## src/fcd_map.vh

```
`ifndef FCD_MAP_VH
`define FCD_MAP_VH

// Operation codes on i_op
`define FCD_OP_RESET      4'h0
`define FCD_OP_READ       4'h1
`define FCD_OP_AUTOSEL    4'h2
`define FCD_OP_PROGRAM    4'h3
`define FCD_OP_BYP_ENTER  4'h4
`define FCD_OP_BYP_PROG   4'h5
`define FCD_OP_BYP_EXIT   4'h6
`define FCD_OP_PROT_ENTER 4'h7
`define FCD_OP_PROT_EXIT  4'h8
`define FCD_OP_CHIP_ERASE 4'h9
`define FCD_OP_SECT_ERASE 4'ha
`define FCD_OP_SECT_ADD   4'hb
`define FCD_OP_SUSPEND    4'hc
`define FCD_OP_RESUME     4'hd

// Command bytes
`define FCD_CMD_RESET     8'hf0
`define FCD_CMD_UNLOCK1   8'haa
`define FCD_CMD_UNLOCK2   8'h55
`define FCD_CMD_PROGRAM   8'ha0
`define FCD_CMD_BYPASS    8'h20
`define FCD_CMD_AUTOSEL   8'h90
`define FCD_CMD_ZERO      8'h00
`define FCD_CMD_PROT      8'h88
`define FCD_CMD_SETUP     8'h80
`define FCD_CMD_CHIP      8'h10
`define FCD_CMD_SECTOR    8'h30
`define FCD_CMD_SUSPEND   8'hb0
`define FCD_CMD_RESUME    8'h30

// Unlock addresses, low 12 bits
`define FCD_UA1_WORD      12'h555
`define FCD_UA2_WORD      12'h2aa
`define FCD_UA1_BYTE      12'haaa
`define FCD_UA2_BYTE      12'h555

// Autoselect offsets and answers, for the user side
`define FCD_AS_MFR        12'h000
`define FCD_AS_PROT_WORD  12'h002
`define FCD_AS_PROT_BYTE  12'h004
`define FCD_AS_LOCK_WORD  12'h003
`define FCD_AS_LOCK_BYTE  12'h006
`define FCD_AS_LOCKED     8'h81
`define FCD_AS_UNPROT     8'h00
`define FCD_AS_PROTECTED  8'h01

// Address kinds of a sequence step
`define FCD_AK_U1         3'h0
`define FCD_AK_U2         3'h1
`define FCD_AK_USER       3'h2
`define FCD_AK_SECT       3'h3
`define FCD_AK_ANY        3'h4

// Step entry layout
`define FCD_E_W           14
`define FCD_F_LAST        13
`define FCD_F_READ        12
`define FCD_F_AK_HI       11
`define FCD_F_AK_LO       9
`define FCD_F_UDATA       8
`define FCD_F_BYTE_HI     7

// Timing
`define FCD_CLK_NS        10
`define FCD_PHASE_NS      50
`define FCD_PHASE_CYC     ((`FCD_PHASE_NS + `FCD_CLK_NS - 1) / `FCD_CLK_NS)
`define FCD_SE_WIN_NS     50000
`define FCD_SE_WIN_CYC    (`FCD_SE_WIN_NS / `FCD_CLK_NS)
`define FCD_ADD_MARGIN    16'd64

`endif

```

## src/fcd_tick.v

```verilog
`timescale 1ns/1ps
`default_nettype none
`include "fcd_map.vh"

module fcd_tick
(
    // Clock and reset
    input  wire       i_clk,
    input  wire       i_rst,
    // Phase enable
    output reg        o_tick
);

    localparam [31:0] LAST_W = `FCD_PHASE_CYC - 1;
    localparam [3:0]  LAST   = LAST_W[3:0];

    reg [3:0] cnt_q;

    always @(posedge i_clk or posedge i_rst)
    begin
        if (i_rst)
        begin
            cnt_q  <= 4'h0;
            o_tick <= 1'b0;
        end
        else
        begin
            o_tick <= (cnt_q == LAST);
            cnt_q  <= (cnt_q == LAST) ? 4'h0 : cnt_q + 4'h1;
        end
    end

endmodule
`default_nettype wire

```

## src/fcd_seq_rom.v

```verilog
`timescale 1ns/1ps
`default_nettype none
`include "fcd_map.vh"

module fcd_seq_rom
(
    // Clock and reset
    input  wire                    i_clk,
    input  wire                    i_rst,
    // Lookup
    input  wire [3:0]              i_op,
    input  wire [2:0]              i_step,
    output reg  [`FCD_E_W-1:0]     o_entry
);

    wire pre  = (i_op != `FCD_OP_RESET) && (i_op != `FCD_OP_READ)
             && (i_op != `FCD_OP_BYP_PROG) && (i_op != `FCD_OP_BYP_EXIT)
             && (i_op != `FCD_OP_SECT_ADD) && (i_op != `FCD_OP_SUSPEND)
             && (i_op != `FCD_OP_RESUME);
    wire ers  = (i_op == `FCD_OP_CHIP_ERASE) || (i_op == `FCD_OP_SECT_ERASE);
    wire ul1  = pre && ((i_step == 3'd0) || (ers && i_step == 3'd3));
    wire ul2  = pre && ((i_step == 3'd1) || (ers && i_step == 3'd4));

    always @(posedge i_clk or posedge i_rst)
    begin
        if (i_rst)
            o_entry <= {`FCD_E_W{1'b0}};
        else if (ul1)
            o_entry <= {2'b00, `FCD_AK_U1, 1'b0, `FCD_CMD_UNLOCK1};
        else if (ul2)
            o_entry <= {2'b00, `FCD_AK_U2, 1'b0, `FCD_CMD_UNLOCK2};
        else
        begin
            case ({i_op, i_step})
                {`FCD_OP_RESET, 3'd0}:
                    o_entry <= {2'b10, `FCD_AK_ANY, 1'b0, `FCD_CMD_RESET};
                {`FCD_OP_READ, 3'd0}:
                    o_entry <= {2'b11, `FCD_AK_USER, 1'b0, `FCD_CMD_ZERO};
                {`FCD_OP_AUTOSEL, 3'd2}:
                    o_entry <= {2'b00, `FCD_AK_U1, 1'b0, `FCD_CMD_AUTOSEL};
                {`FCD_OP_AUTOSEL, 3'd3}:
                    o_entry <= {2'b11, `FCD_AK_USER, 1'b0, `FCD_CMD_ZERO};
                {`FCD_OP_PROGRAM, 3'd2}:
                    o_entry <= {2'b00, `FCD_AK_U1, 1'b0, `FCD_CMD_PROGRAM};
                {`FCD_OP_PROGRAM, 3'd3}:
                    o_entry <= {2'b10, `FCD_AK_USER, 1'b1, `FCD_CMD_ZERO};
                {`FCD_OP_BYP_ENTER, 3'd2}:
                    o_entry <= {2'b10, `FCD_AK_U1, 1'b0, `FCD_CMD_BYPASS};
                {`FCD_OP_BYP_PROG, 3'd0}:
                    o_entry <= {2'b00, `FCD_AK_ANY, 1'b0, `FCD_CMD_PROGRAM};
                {`FCD_OP_BYP_PROG, 3'd1}:
                    o_entry <= {2'b10, `FCD_AK_USER, 1'b1, `FCD_CMD_ZERO};
                {`FCD_OP_BYP_EXIT, 3'd0}:
                    o_entry <= {2'b00, `FCD_AK_ANY, 1'b0, `FCD_CMD_AUTOSEL};
                {`FCD_OP_BYP_EXIT, 3'd1}:
                    o_entry <= {2'b10, `FCD_AK_ANY, 1'b0, `FCD_CMD_ZERO};
                {`FCD_OP_PROT_ENTER, 3'd2}:
                    o_entry <= {2'b10, `FCD_AK_U1, 1'b0, `FCD_CMD_PROT};
                {`FCD_OP_PROT_EXIT, 3'd2}:
                    o_entry <= {2'b00, `FCD_AK_U1, 1'b0, `FCD_CMD_AUTOSEL};
                {`FCD_OP_PROT_EXIT, 3'd3}:
                    o_entry <= {2'b10, `FCD_AK_ANY, 1'b0, `FCD_CMD_ZERO};
                {`FCD_OP_CHIP_ERASE, 3'd2}, {`FCD_OP_SECT_ERASE, 3'd2}:
                    o_entry <= {2'b00, `FCD_AK_U1, 1'b0, `FCD_CMD_SETUP};
                {`FCD_OP_CHIP_ERASE, 3'd5}:
                    o_entry <= {2'b10, `FCD_AK_U1, 1'b0, `FCD_CMD_CHIP};
                {`FCD_OP_SECT_ERASE, 3'd5}, {`FCD_OP_SECT_ADD, 3'd0}:
                    o_entry <= {2'b10, `FCD_AK_SECT, 1'b0, `FCD_CMD_SECTOR};
                {`FCD_OP_SUSPEND, 3'd0}:
                    o_entry <= {2'b10, `FCD_AK_SECT, 1'b0, `FCD_CMD_SUSPEND};
                {`FCD_OP_RESUME, 3'd0}:
                    o_entry <= {2'b10, `FCD_AK_SECT, 1'b0, `FCD_CMD_RESUME};
                default:
                    o_entry <= {`FCD_E_W{1'b0}};
            endcase
        end
    end

endmodule
`default_nettype wire

```

## src/fcd_host.v

```verilog
`timescale 1ns/1ps
`default_nettype none
`include "fcd_map.vh"

module fcd_host
#(
    parameter WIN_CYC = `FCD_SE_WIN_CYC
)
(
    // Clock and reset
    input  wire        i_clk,
    input  wire        i_rst,
    // User request
    input  wire        i_req,
    input  wire [3:0]  i_op,
    input  wire [19:0] i_addr,
    input  wire [15:0] i_wdata,
    input  wire        i_byte_mode,
    input  wire        i_erase_done,
    // User answer
    output reg         o_ready,
    output reg         o_done,
    output reg         o_refused,
    output reg  [15:0] o_rdata,
    // Mode view
    output reg         o_bypass,
    output reg         o_autosel,
    output reg         o_protreg,
    output reg         o_erasing,
    output reg         o_suspended,
    // Flash pins
    output reg  [19:0] o_addr,
    output reg  [15:0] o_dq,
    output reg         o_dq_oe,
    input  wire [15:0] i_dq,
    output reg         o_ce_n,
    output reg         o_we_n,
    output reg         o_oe_n,
    output reg         o_byte_n
);

    localparam [2:0] S_IDLE  = 3'h0;
    localparam [2:0] S_LOAD  = 3'h1;
    localparam [2:0] S_SETUP = 3'h2;
    localparam [2:0] S_PULSE = 3'h3;
    localparam [2:0] S_HOLD  = 3'h4;
    localparam [2:0] S_GAP   = 3'h5;
    localparam [2:0] S_ROM   = 3'h6;

    localparam [15:0] WIN = WIN_CYC[15:0];

    reg  [2:0]            st_q;
    reg  [3:0]            op_q;
    reg  [2:0]            step_q;
    reg  [19:0]           ua_q;
    reg  [15:0]           wd_q;
    reg                   last_q;
    reg                   rd_q;
    reg  [15:0]           win_q;
    reg                   chip_q;
    reg  [15:0]           dq_s1_q;
    reg  [15:0]           dq_s2_q;
    reg                   allow;
    reg  [19:0]           map_addr;
    wire                  tick;
    wire [`FCD_E_W-1:0]   entry;
    wire [2:0]            ak = entry[`FCD_F_AK_HI:`FCD_F_AK_LO];
    wire                  win_open = (win_q > `FCD_ADD_MARGIN);

    fcd_tick u_tick
    (
        .i_clk  (i_clk),
        .i_rst  (i_rst),
        .o_tick (tick)
    );

    fcd_seq_rom u_rom
    (
        .i_clk   (i_clk),
        .i_rst   (i_rst),
        .i_op    (op_q),
        .i_step  (step_q),
        .o_entry (entry)
    );

    // Which operations the current device mode will take
    always @*
    begin
        allow = 1'b0;
        if (o_bypass)
            allow = (i_op == `FCD_OP_BYP_PROG) || (i_op == `FCD_OP_BYP_EXIT);
        else if (o_autosel)
            allow = (i_op == `FCD_OP_READ) || (i_op == `FCD_OP_RESET);
        else if (o_erasing && !o_suspended)
            allow = (i_op == `FCD_OP_READ)
                 || ((i_op == `FCD_OP_SUSPEND) && !chip_q)
                 || ((i_op == `FCD_OP_SECT_ADD) && win_open);
        else if (o_suspended)
            allow = (i_op == `FCD_OP_READ) || (i_op == `FCD_OP_PROGRAM)
                 || (i_op == `FCD_OP_AUTOSEL) || (i_op == `FCD_OP_RESET)
                 || (i_op == `FCD_OP_RESUME);
        else
            allow = (i_op <= `FCD_OP_SECT_ERASE) && (i_op != `FCD_OP_BYP_PROG)
                 && (i_op != `FCD_OP_BYP_EXIT);
    end

    // Step address; upper bits are free for the device, so the user's go out, except on any-address steps, which drive all zero
    always @*
    begin
        case (ak)
            `FCD_AK_U1:
                map_addr = {ua_q[19:12], i_byte_mode ? `FCD_UA1_BYTE : `FCD_UA1_WORD};
            `FCD_AK_U2:
                map_addr = {ua_q[19:12], i_byte_mode ? `FCD_UA2_BYTE : `FCD_UA2_WORD};
            `FCD_AK_USER:
                map_addr = ua_q;
            `FCD_AK_SECT:
                map_addr = {ua_q[19:12], 12'h000};
            default:
                map_addr = 20'h00000;
        endcase
    end

    // Data pins pass two flops before use
    always @(posedge i_clk or posedge i_rst)
    begin
        if (i_rst)
        begin
            dq_s1_q <= 16'h0000;
            dq_s2_q <= 16'h0000;
        end
        else
        begin
            dq_s1_q <= i_dq;
            dq_s2_q <= dq_s1_q;
        end
    end

    // Bus cycle sequencer
    always @(posedge i_clk or posedge i_rst)
    begin
        if (i_rst)
        begin
            st_q      <= S_IDLE;
            op_q      <= `FCD_OP_RESET;
            step_q    <= 3'h0;
            ua_q      <= 20'h00000;
            wd_q      <= 16'h0000;
            last_q    <= 1'b0;
            rd_q      <= 1'b0;
            o_ready   <= 1'b0;
            o_done    <= 1'b0;
            o_refused <= 1'b0;
            o_rdata   <= 16'h0000;
            o_addr    <= 20'h00000;
            o_dq      <= 16'h0000;
            o_dq_oe   <= 1'b0;
            o_ce_n    <= 1'b1;
            o_we_n    <= 1'b1;
            o_oe_n    <= 1'b1;
            o_byte_n  <= 1'b1;
        end
        else
        begin
            o_done    <= 1'b0;
            o_refused <= 1'b0;
            o_byte_n  <= ~i_byte_mode;
            case (st_q)
                S_IDLE:
                begin
                    o_ready <= 1'b1;
                    if (o_ready && i_req)
                    begin
                        o_ready <= 1'b0;
                        if (allow)
                        begin
                            op_q   <= i_op;
                            ua_q   <= i_addr;
                            wd_q   <= i_wdata;
                            step_q <= 3'h0;
                            st_q   <= S_ROM;
                        end
                        else
                        begin
                            o_refused <= 1'b1;
                        end
                    end
                end
                S_ROM:
                    st_q <= S_LOAD;
                S_LOAD:
                begin
                    // Address and enables first; strobe falls later
                    last_q  <= entry[`FCD_F_LAST];
                    rd_q    <= entry[`FCD_F_READ];
                    o_addr  <= map_addr;
                    o_ce_n  <= 1'b0;
                    o_oe_n  <= ~entry[`FCD_F_READ];
                    o_dq_oe <= ~entry[`FCD_F_READ];
                    o_dq    <= entry[`FCD_F_UDATA] ? wd_q
                             : {8'h00, entry[`FCD_F_BYTE_HI:0]};
                    if (tick)
                        st_q <= S_SETUP;
                end
                S_SETUP:
                begin
                    if (tick)
                    begin
                        o_we_n <= rd_q;
                        st_q   <= S_PULSE;
                    end
                end
                S_PULSE:
                begin
                    if (tick)
                    begin
                        // Write strobe rises while chip enable stays low
                        o_we_n <= 1'b1;
                        st_q   <= S_HOLD;
                    end
                end
                S_HOLD:
                begin
                    if (tick)
                    begin
                        if (rd_q)
                            o_rdata <= dq_s2_q;
                        o_ce_n  <= 1'b1;
                        o_oe_n  <= 1'b1;
                        o_dq_oe <= 1'b0;
                        st_q    <= S_GAP;
                    end
                end
                S_GAP:
                begin
                    if (tick)
                    begin
                        if (last_q)
                        begin
                            o_done <= 1'b1;
                            st_q   <= S_IDLE;
                        end
                        else
                        begin
                            step_q <= step_q + 3'h1;
                            st_q   <= S_ROM;
                        end
                    end
                end
                default:
                    st_q <= S_IDLE;
            endcase
        end
    end

    // Mirror of the device mode; a finishing command beats erase-done
    always @(posedge i_clk or posedge i_rst)
    begin
        if (i_rst)
        begin
            o_bypass    <= 1'b0;
            o_autosel   <= 1'b0;
            o_protreg   <= 1'b0;
            o_erasing   <= 1'b0;
            o_suspended <= 1'b0;
            chip_q      <= 1'b0;
            win_q       <= 16'h0000;
        end
        else
        begin
            if (win_q != 16'h0000)
                win_q <= win_q - 16'h0001;
            if (i_erase_done)
            begin
                o_erasing   <= 1'b0;
                o_suspended <= 1'b0;
                chip_q      <= 1'b0;
            end
            if (st_q == S_GAP && tick && last_q)
            begin
                case (op_q)
                    `FCD_OP_RESET:      o_autosel <= 1'b0;
                    `FCD_OP_AUTOSEL:    o_autosel <= 1'b1;
                    `FCD_OP_BYP_ENTER:  o_bypass  <= 1'b1;
                    `FCD_OP_BYP_EXIT:   o_bypass  <= 1'b0;
                    `FCD_OP_PROT_ENTER: o_protreg <= 1'b1;
                    `FCD_OP_PROT_EXIT:  o_protreg <= 1'b0;
                    `FCD_OP_CHIP_ERASE:
                    begin
                        o_erasing <= 1'b1;
                        chip_q    <= 1'b1;
                    end
                    `FCD_OP_SECT_ERASE, `FCD_OP_SECT_ADD:
                    begin
                        // Window restarts at the end of the gap phase, two phases after the final write strobe rise
                        o_erasing <= 1'b1;
                        win_q     <= WIN;
                    end
                    `FCD_OP_SUSPEND:
                    begin
                        o_erasing   <= 1'b1;
                        o_suspended <= 1'b1;
                        win_q       <= 16'h0000;
                    end
                    `FCD_OP_RESUME:
                    begin
                        o_erasing   <= 1'b1;
                        o_suspended <= 1'b0;
                    end
                    default:
                        o_bypass <= o_bypass;
                endcase
            end
        end
    end

endmodule
`default_nettype wire

```

## config.mk

```make
export PLATFORM = sky130hd
export DESIGN_NAME = fcd_host
export DESIGN_NICKNAME = d
export VERILOG_FILES = /design/src/fcd_tick.v /design/src/fcd_seq_rom.v /design/src/fcd_host.v
export VERILOG_INCLUDE_DIRS = /design/src
export SDC_FILE = /design/constraint.sdc
export NUM_CORES = 1
export LEC_CHECK = 0
export BUFFER_PORTS_ARGS = -buffer_cell sky130_fd_sc_hd__buf_2
export CORE_MARGIN = 5
export CORE_UTILIZATION = 55
export DETAILED_ROUTE_END_ITERATION = 8
export GPL_ROUTABILITY_DRIVEN = 1
export PLACE_DENSITY = 0.78
export SLEW_MARGIN = 20
export SYNTH_ARGS = -nofsm -noshare
export SYNTH_HDL_FRONTEND = slang
export SYNTH_SLANG_ARGS = --single-unit
```

## constraint.sdc

```tcl
create_clock -name i_clk -period 7.54 [get_ports i_clk]
set_input_delay 1.131 -clock i_clk [delete_from_list [all_inputs] [get_ports i_clk]]
set_output_delay 1.131 -clock i_clk [all_outputs]
set_load 0.02 [all_outputs]
```

; ---- Word-level counts from Yosys, hierarchy flattened
; Cells that the tools add are included.
[word_totals]
out_inout_bits = 65
in_bits = 61
word_cells = 221
ff_bits = 181
[op_classes]
magnitude_cmp = 2
mux = 55
n_eq_ne = 67
addsub = 3
n_reduce_logical = 62
n_bitwise = 2
[op_table]
columns = op, n
row1 = 14-bit case mux with 14 select lines, 1
row2 = 20-bit case mux with 4 select lines, 1
row3 = 7-bit equality test (second input constant), 9
row4 = 16-bit two-way mux, 3
row5 = 7-bit by 6-bit equality test with 1-bit output (second input constant), 6
row6 = 4-bit equality test (second input constant), 9
row7 = 3-bit two-way mux, 12
row8 = 16-bit case mux with 2 select lines, 1
row9 = 7-bit by 5-bit equality test with 1-bit output (second input constant), 4
row10 = 14-bit two-way mux, 2
row11 = 4-bit by 3-bit equality test with 1-bit output (second input constant), 6
row12 = 1-bit two-way mux, 22
row13 = 3-bit case mux with 7 select lines, 1
row14 = 1-bit logical AND, 18
row15 = 16-bit by 7-bit greater-than comparator with 1-bit output (second input constant), 1
row16 = 4-bit by 3-bit inequality test with 1-bit output (second input constant), 4
row17 = 1-bit case mux with 2 select lines, 8
row18 = 16-bit nonzero test, 1
row19 = 16-bit by 1-bit subtractor with 16-bit output (second input constant), 1
row20 = 3-bit by 2-bit equality test with 1-bit output (second input constant), 5
row21 = 3-bit equality test (second input constant), 4
row22 = 4-bit by 2-bit equality test with 1-bit output (second input constant), 3
row23 = 12-bit two-way mux, 1
row24 = 4-bit inequality test (second input constant), 3
row25 = other kinds (27), 65

; ---- Longest topological paths before layout
[depth]
word_depth = 12
ltp_mapped = 10
depth_no_buf = 8

; ---- By module
; Synthesis repeated with hierarchy kept, for this count alone.
[unflattened]
cells_unflattened = 691
area_unflattened_um2 = 7830.0
[modules_own_cells]
columns = module, instances, cells_per_inst, seq_area_each_um2, area_per_inst_um2
row1 = fcd_host, 1, 543, 4058.9, 6518.8
row2 = fcd_seq_rom, 1, 129, 325.3, 1088.5
row3 = fcd_tick, 1, 19, 125.1, 222.7

; ---- Worst setup path after synthesis
; OpenSTA, ideal clock, no wires.
[synth_timing]
kind = input-to-reg
startpoint = input port i_op[3]
endpoint = register op_q[0]
t_arrival_ns = 2.953
setup_time_ns = 0.125
required_time_ns = 7.415
stages = 9
slack_ns = 4.462
n_path_buf = 3
path_cell_list = clkbuf_1 > or3_1 > a21oi_1 > inv_1 > a311oi_1 > or2_1 > buf_6 > buf_12 > mux2_4
[synth_between]
elab_chain_cells = 10
word_cells_on_any_way = 29
cone_classes = order compare (1) / eq/ne (10) / mux (4) / reduce/logical (14)
[synth_lines]
columns = item, line
row1 = "start, declared", fcd_host.v:15  ; input wire [3:0] i_op,
row2 = "parallel branches: the longest is 8 deep, another holds 4-bit <= comparator", --
row3 = 1-bit two-way mux *, fcd_host.v:90  ; if (o_bypass)
row4 = 3-bit AND reduction (no line) *, --
row5 = "end signal, assigned", fcd_host.v:145  ; op_q <= `FCD_OP_RESET;
row6 = "end signal, assigned", fcd_host.v:177  ; op_q <= i_op;
row7 = "end, declared", fcd_host.v:53  ; reg [3:0] op_q;
; Mark *: on every way between the ends.
; A chain may end at the register's enable or synchronous reset.

; ---- Final worst setup path
[layout_timing]
startpoint = input port i_op[1]
endpoint = register wd_q[4]
[layout_between]
elab_chain_cells = 10
word_cells_on_any_way = 29
cone_classes = order compare (1) / eq/ne (10) / mux (4) / reduce/logical (14)
[layout_lines]
columns = item, line
row1 = "parallel branches: the longest is 8 deep, another holds 4-bit <= comparator", --
row2 = 1-bit two-way mux *, fcd_host.v:90
row3 = 3-bit AND reduction (no line) *, --
row4 = "end signal, assigned", fcd_host.v:179  ; wd_q <= i_wdata;
row5 = "end, declared", fcd_host.v:56  ; reg [15:0] wd_q;
; Marks and branches as above.

==> flow_summary.yaml <==
sta:
  final_max_slew_viol_count: 0
  tightest_slew_ns: 1.06
  finalCriticalPeriod_ns: 3.35
  hold_violations: 0
  fmax_mhz: 299
  rsz0062_at_grt: "false"
  skew_ns: 0.00620
  relSlewSlack_pct: 29.4
  setup_viol: 0
  tns_ns: 0
  finalCritPeriodShare_pct: 44.4
yosys:
  synth-edff-count: 0
  syn_area_per_cell_sq_um: 11.5
  syn_nets: 747
  synthArstFlopShare_pct: 100
  synthDistinctLibCells: 59
  syn_area_sq_um: 7800
  syn_inst: 677
  yosys.area.top_type: "dfrtp_1"
  synth_seq_cells: 180
  ys_seq_area_share_pct: 57.8
  ys_warn_count: 0
  synthTopCellsByArea: "dfrtp_1 56%, mux2_4 7.5%, nand2_1 4.1%"
  synth_top_area_share_pct: 56.5
  ys.flop_type: "dfrtp_1"
worst_hold_path:
  hold_class: "flop to flop"
layout:
  fin_area_sq_um: 9050
  final_core_util_pct: 65.2
  final_common_cell: "dfrtp_1"
  n_antenna_cell: 0
  final_cell_mix: "176 x dfrtp_1, 125 x buf_2, 85 x nand2_1"
  fin_nets: 859
  syn2layout_area_growth_pct: 16.1
  drive_gt1_share_pct: 29.1
route:
  first_pass_iters: 5
  drtIter0Drc: 443
  vias_per_cell: 5.57
  remaining_drc_errors: 0
  num_vias: 5465
  wl_per_cell_um: 17.1
  wl_um: 16800
  ant_nets: 0
placed_design:
  hpwl_um: 11600
  port_buffers: 125
  place_area_sq_um: 8470
  routabilityCongestion: 0.881
setup_path:
  path_cells: "buf_2 > or3_1 > a21oi_1 > inv_1 > a311oi_1 > or2_2 > buf_4 > mux2_4"
  arrival_ns: 3.66
  crit_fanout: 40
  cp_slowest_cell: "buf_4"
  critical_path_required_ns: 7.85
  crit_buf_inv: 3
  cp-end-kind: "flop"
  crit_path_start_kind: "input pin"
  cp_slowest_stage_delay_ns: 0.57
  cpLargestDelayFamily: "buffers and inverters"
  crit_type: "input pin to flop"
pwr:
  switching_share_pct: 23.8
  seqPwrFrac_pct: 52.1
  clockPowerShare_pct: 44.9
  p_switching_mw: 0.448
  cellInternalPower_mw: 1.43
  combPwrFrac_pct: 3.0
  vdd_ir_drop_max_v: 0.000138
  powerDensity_nw_per_um2: 208
  leakagePower_nw: 4.50
global_route:
  grt_pass1_vias: 5465
  grt_pass1_wl_um: 27300
  grt_max_degree: 97
  antenna_found_initial: 0
  grt_use_met1_pct: 28.7
  grt_use_total_pct: 20.6
  met2_usage_pct: 33.3
  use_met3_pct: 3.96
  grt.busiest_layer: "met2"
  overflow: 0
clock_network:
  cts_tree: "yes"
  cts.root.buffer_cell: "clkbuf_16"
  cts_max_level: 4
  clk_latency_ns: 0.42
  ctsResizeCount: 0
  cts_buffers: 17
  ctsLongestPathBuffers: 2
  cts_setup_buffers: 0
  path_clk_slew_ns: 0.07
  cts.sinks: 180
  cts.hold.buffers_added: 0
floorplan:
  num_rows: 43
  core-area_sq_um: 13900
  fp.dieArea_sq_um: 16700
  dieHeight_um: 129
  fp.dieW_um: 129
  initial_core_util_pct: 56.2
  io_pins: 126
status:
  status: "finished clean"
job:
  max_cap_viol_count: 0
[cells by family after synthesis]
| kind of cell | share of synthesized area, % |
|---|---|
| flip-flops | 57.8 |
| multiplexers | 11.1 |
| buffers and inverters | 3.67 |
| adder cells (fa/ha/maj) | 1.44 |
| AO/OA/AOI/OAI | 9.46 |
| AND/OR/NAND/NOR | 14.5 |
| XOR/XNOR | 2.02 |
[stage by stage]
stage	total power [mW]	setup WS (ns)	std cells	hold slack [ns]
final	1.88	4.19	982	0.349
after global routing	1.95	4.09	982	0.357
after CTS	1.91	4.26	982	0.353
after detailed placement	1.06	3.81	950	0.336
after global placement	1.05	3.93	950	0.331
after floorplan	1.03	1.53	677	0.331
[cell type report]
class	count	area (sq um)
well taps	180	225
repair buffers	128	652
inverters	22	87.6
clock buffers	17	425
clock inverters	15	144
multi-input cells	440	3010
flip-flops and latches	180	4510
fillers	1060	4830
[registers in the layout (all words and copies together) (netlist names), 3 cells and up]
signal,flops
st_q,3
wd_q,16
win_q,16
dq_s2_q,16
u_rom.o_entry,13
o_dq,16
dq_s1_q,16
step_q,3
ua_q,20
u_tick.cnt_q,4
o_addr,20
o_rdata,16
op_q,4
[worst paths after layout]
path | startpoint | endpoint | slack (ns) | cells after the start
setup / recovery | i_op[1] | wd_q[4]$_DFFE_PP0P_ | 4.19 | 8
hold / removal | dq_s1_q[11]$_DFF_PP0_ | dq_s2_q[11]$_DFF_PP0_ | 0.35 | 0
setup reg to reg | win_q[10]$_DFF_PP0_ | wd_q[4]$_DFFE_PP0P_ | 4.53 | 7
hold reg to reg | dq_s1_q[11]$_DFF_PP0_ | dq_s2_q[11]$_DFF_PP0_ | 0.35 | 0
max in group asynchronous | i_rst | ua_q[9]$_DFFE_PP0P_ | 5.40 | 3
min in group asynchronous | i_rst | dq_s2_q[6]$_DFF_PP0_ | 0.87 | 2
[layer usage]
metal | share of wire, % | wire length, um | up-vias
met2 | 48 | 8110 | 168
met5 | 0 | 0 | -
li1 | - | - | 2567
met3 | 5.3 | 896 | 17
met4 | 1.2 | 209 | 0
met1 | 45 | 7580 | 2713
[cells in the mapped netlist (4+ instances only)]
cell and count:
dfrtp_1 176, nand2_1 85, o21ai_0 52, mux2_4 39, nor2_1 37, clkbuf_1 29
a21oi_1 25, inv_1 22, nand3_1 22, mux2_2 17, nor3_1 13, nand3b_1 12
nor2b_1 10, ha_1 9, mux2i_1 9, xnor2_1 9, xor2_1 9, nor3b_1 8
nand2b_1 7, nor4_1 7, nand4b_1 6, or2_2 6, buf_12 4, dfstp_2 4
o211ai_1 4, or3_1 4
[power by group through the flow]
stage	combinational [mW]	sequential, mW	clock (mW)
final	0.0566	0.981	0.845
after global routing	0.0643	0.981	0.907
after CTS	0.0579	0.981	0.868
after detailed placement	0.0574	1.00	0
after global placement	0.0552	0.999	0
after floorplan	0.0234	1.00	0
No activity file was read; power rests on OpenSTA's default activity.
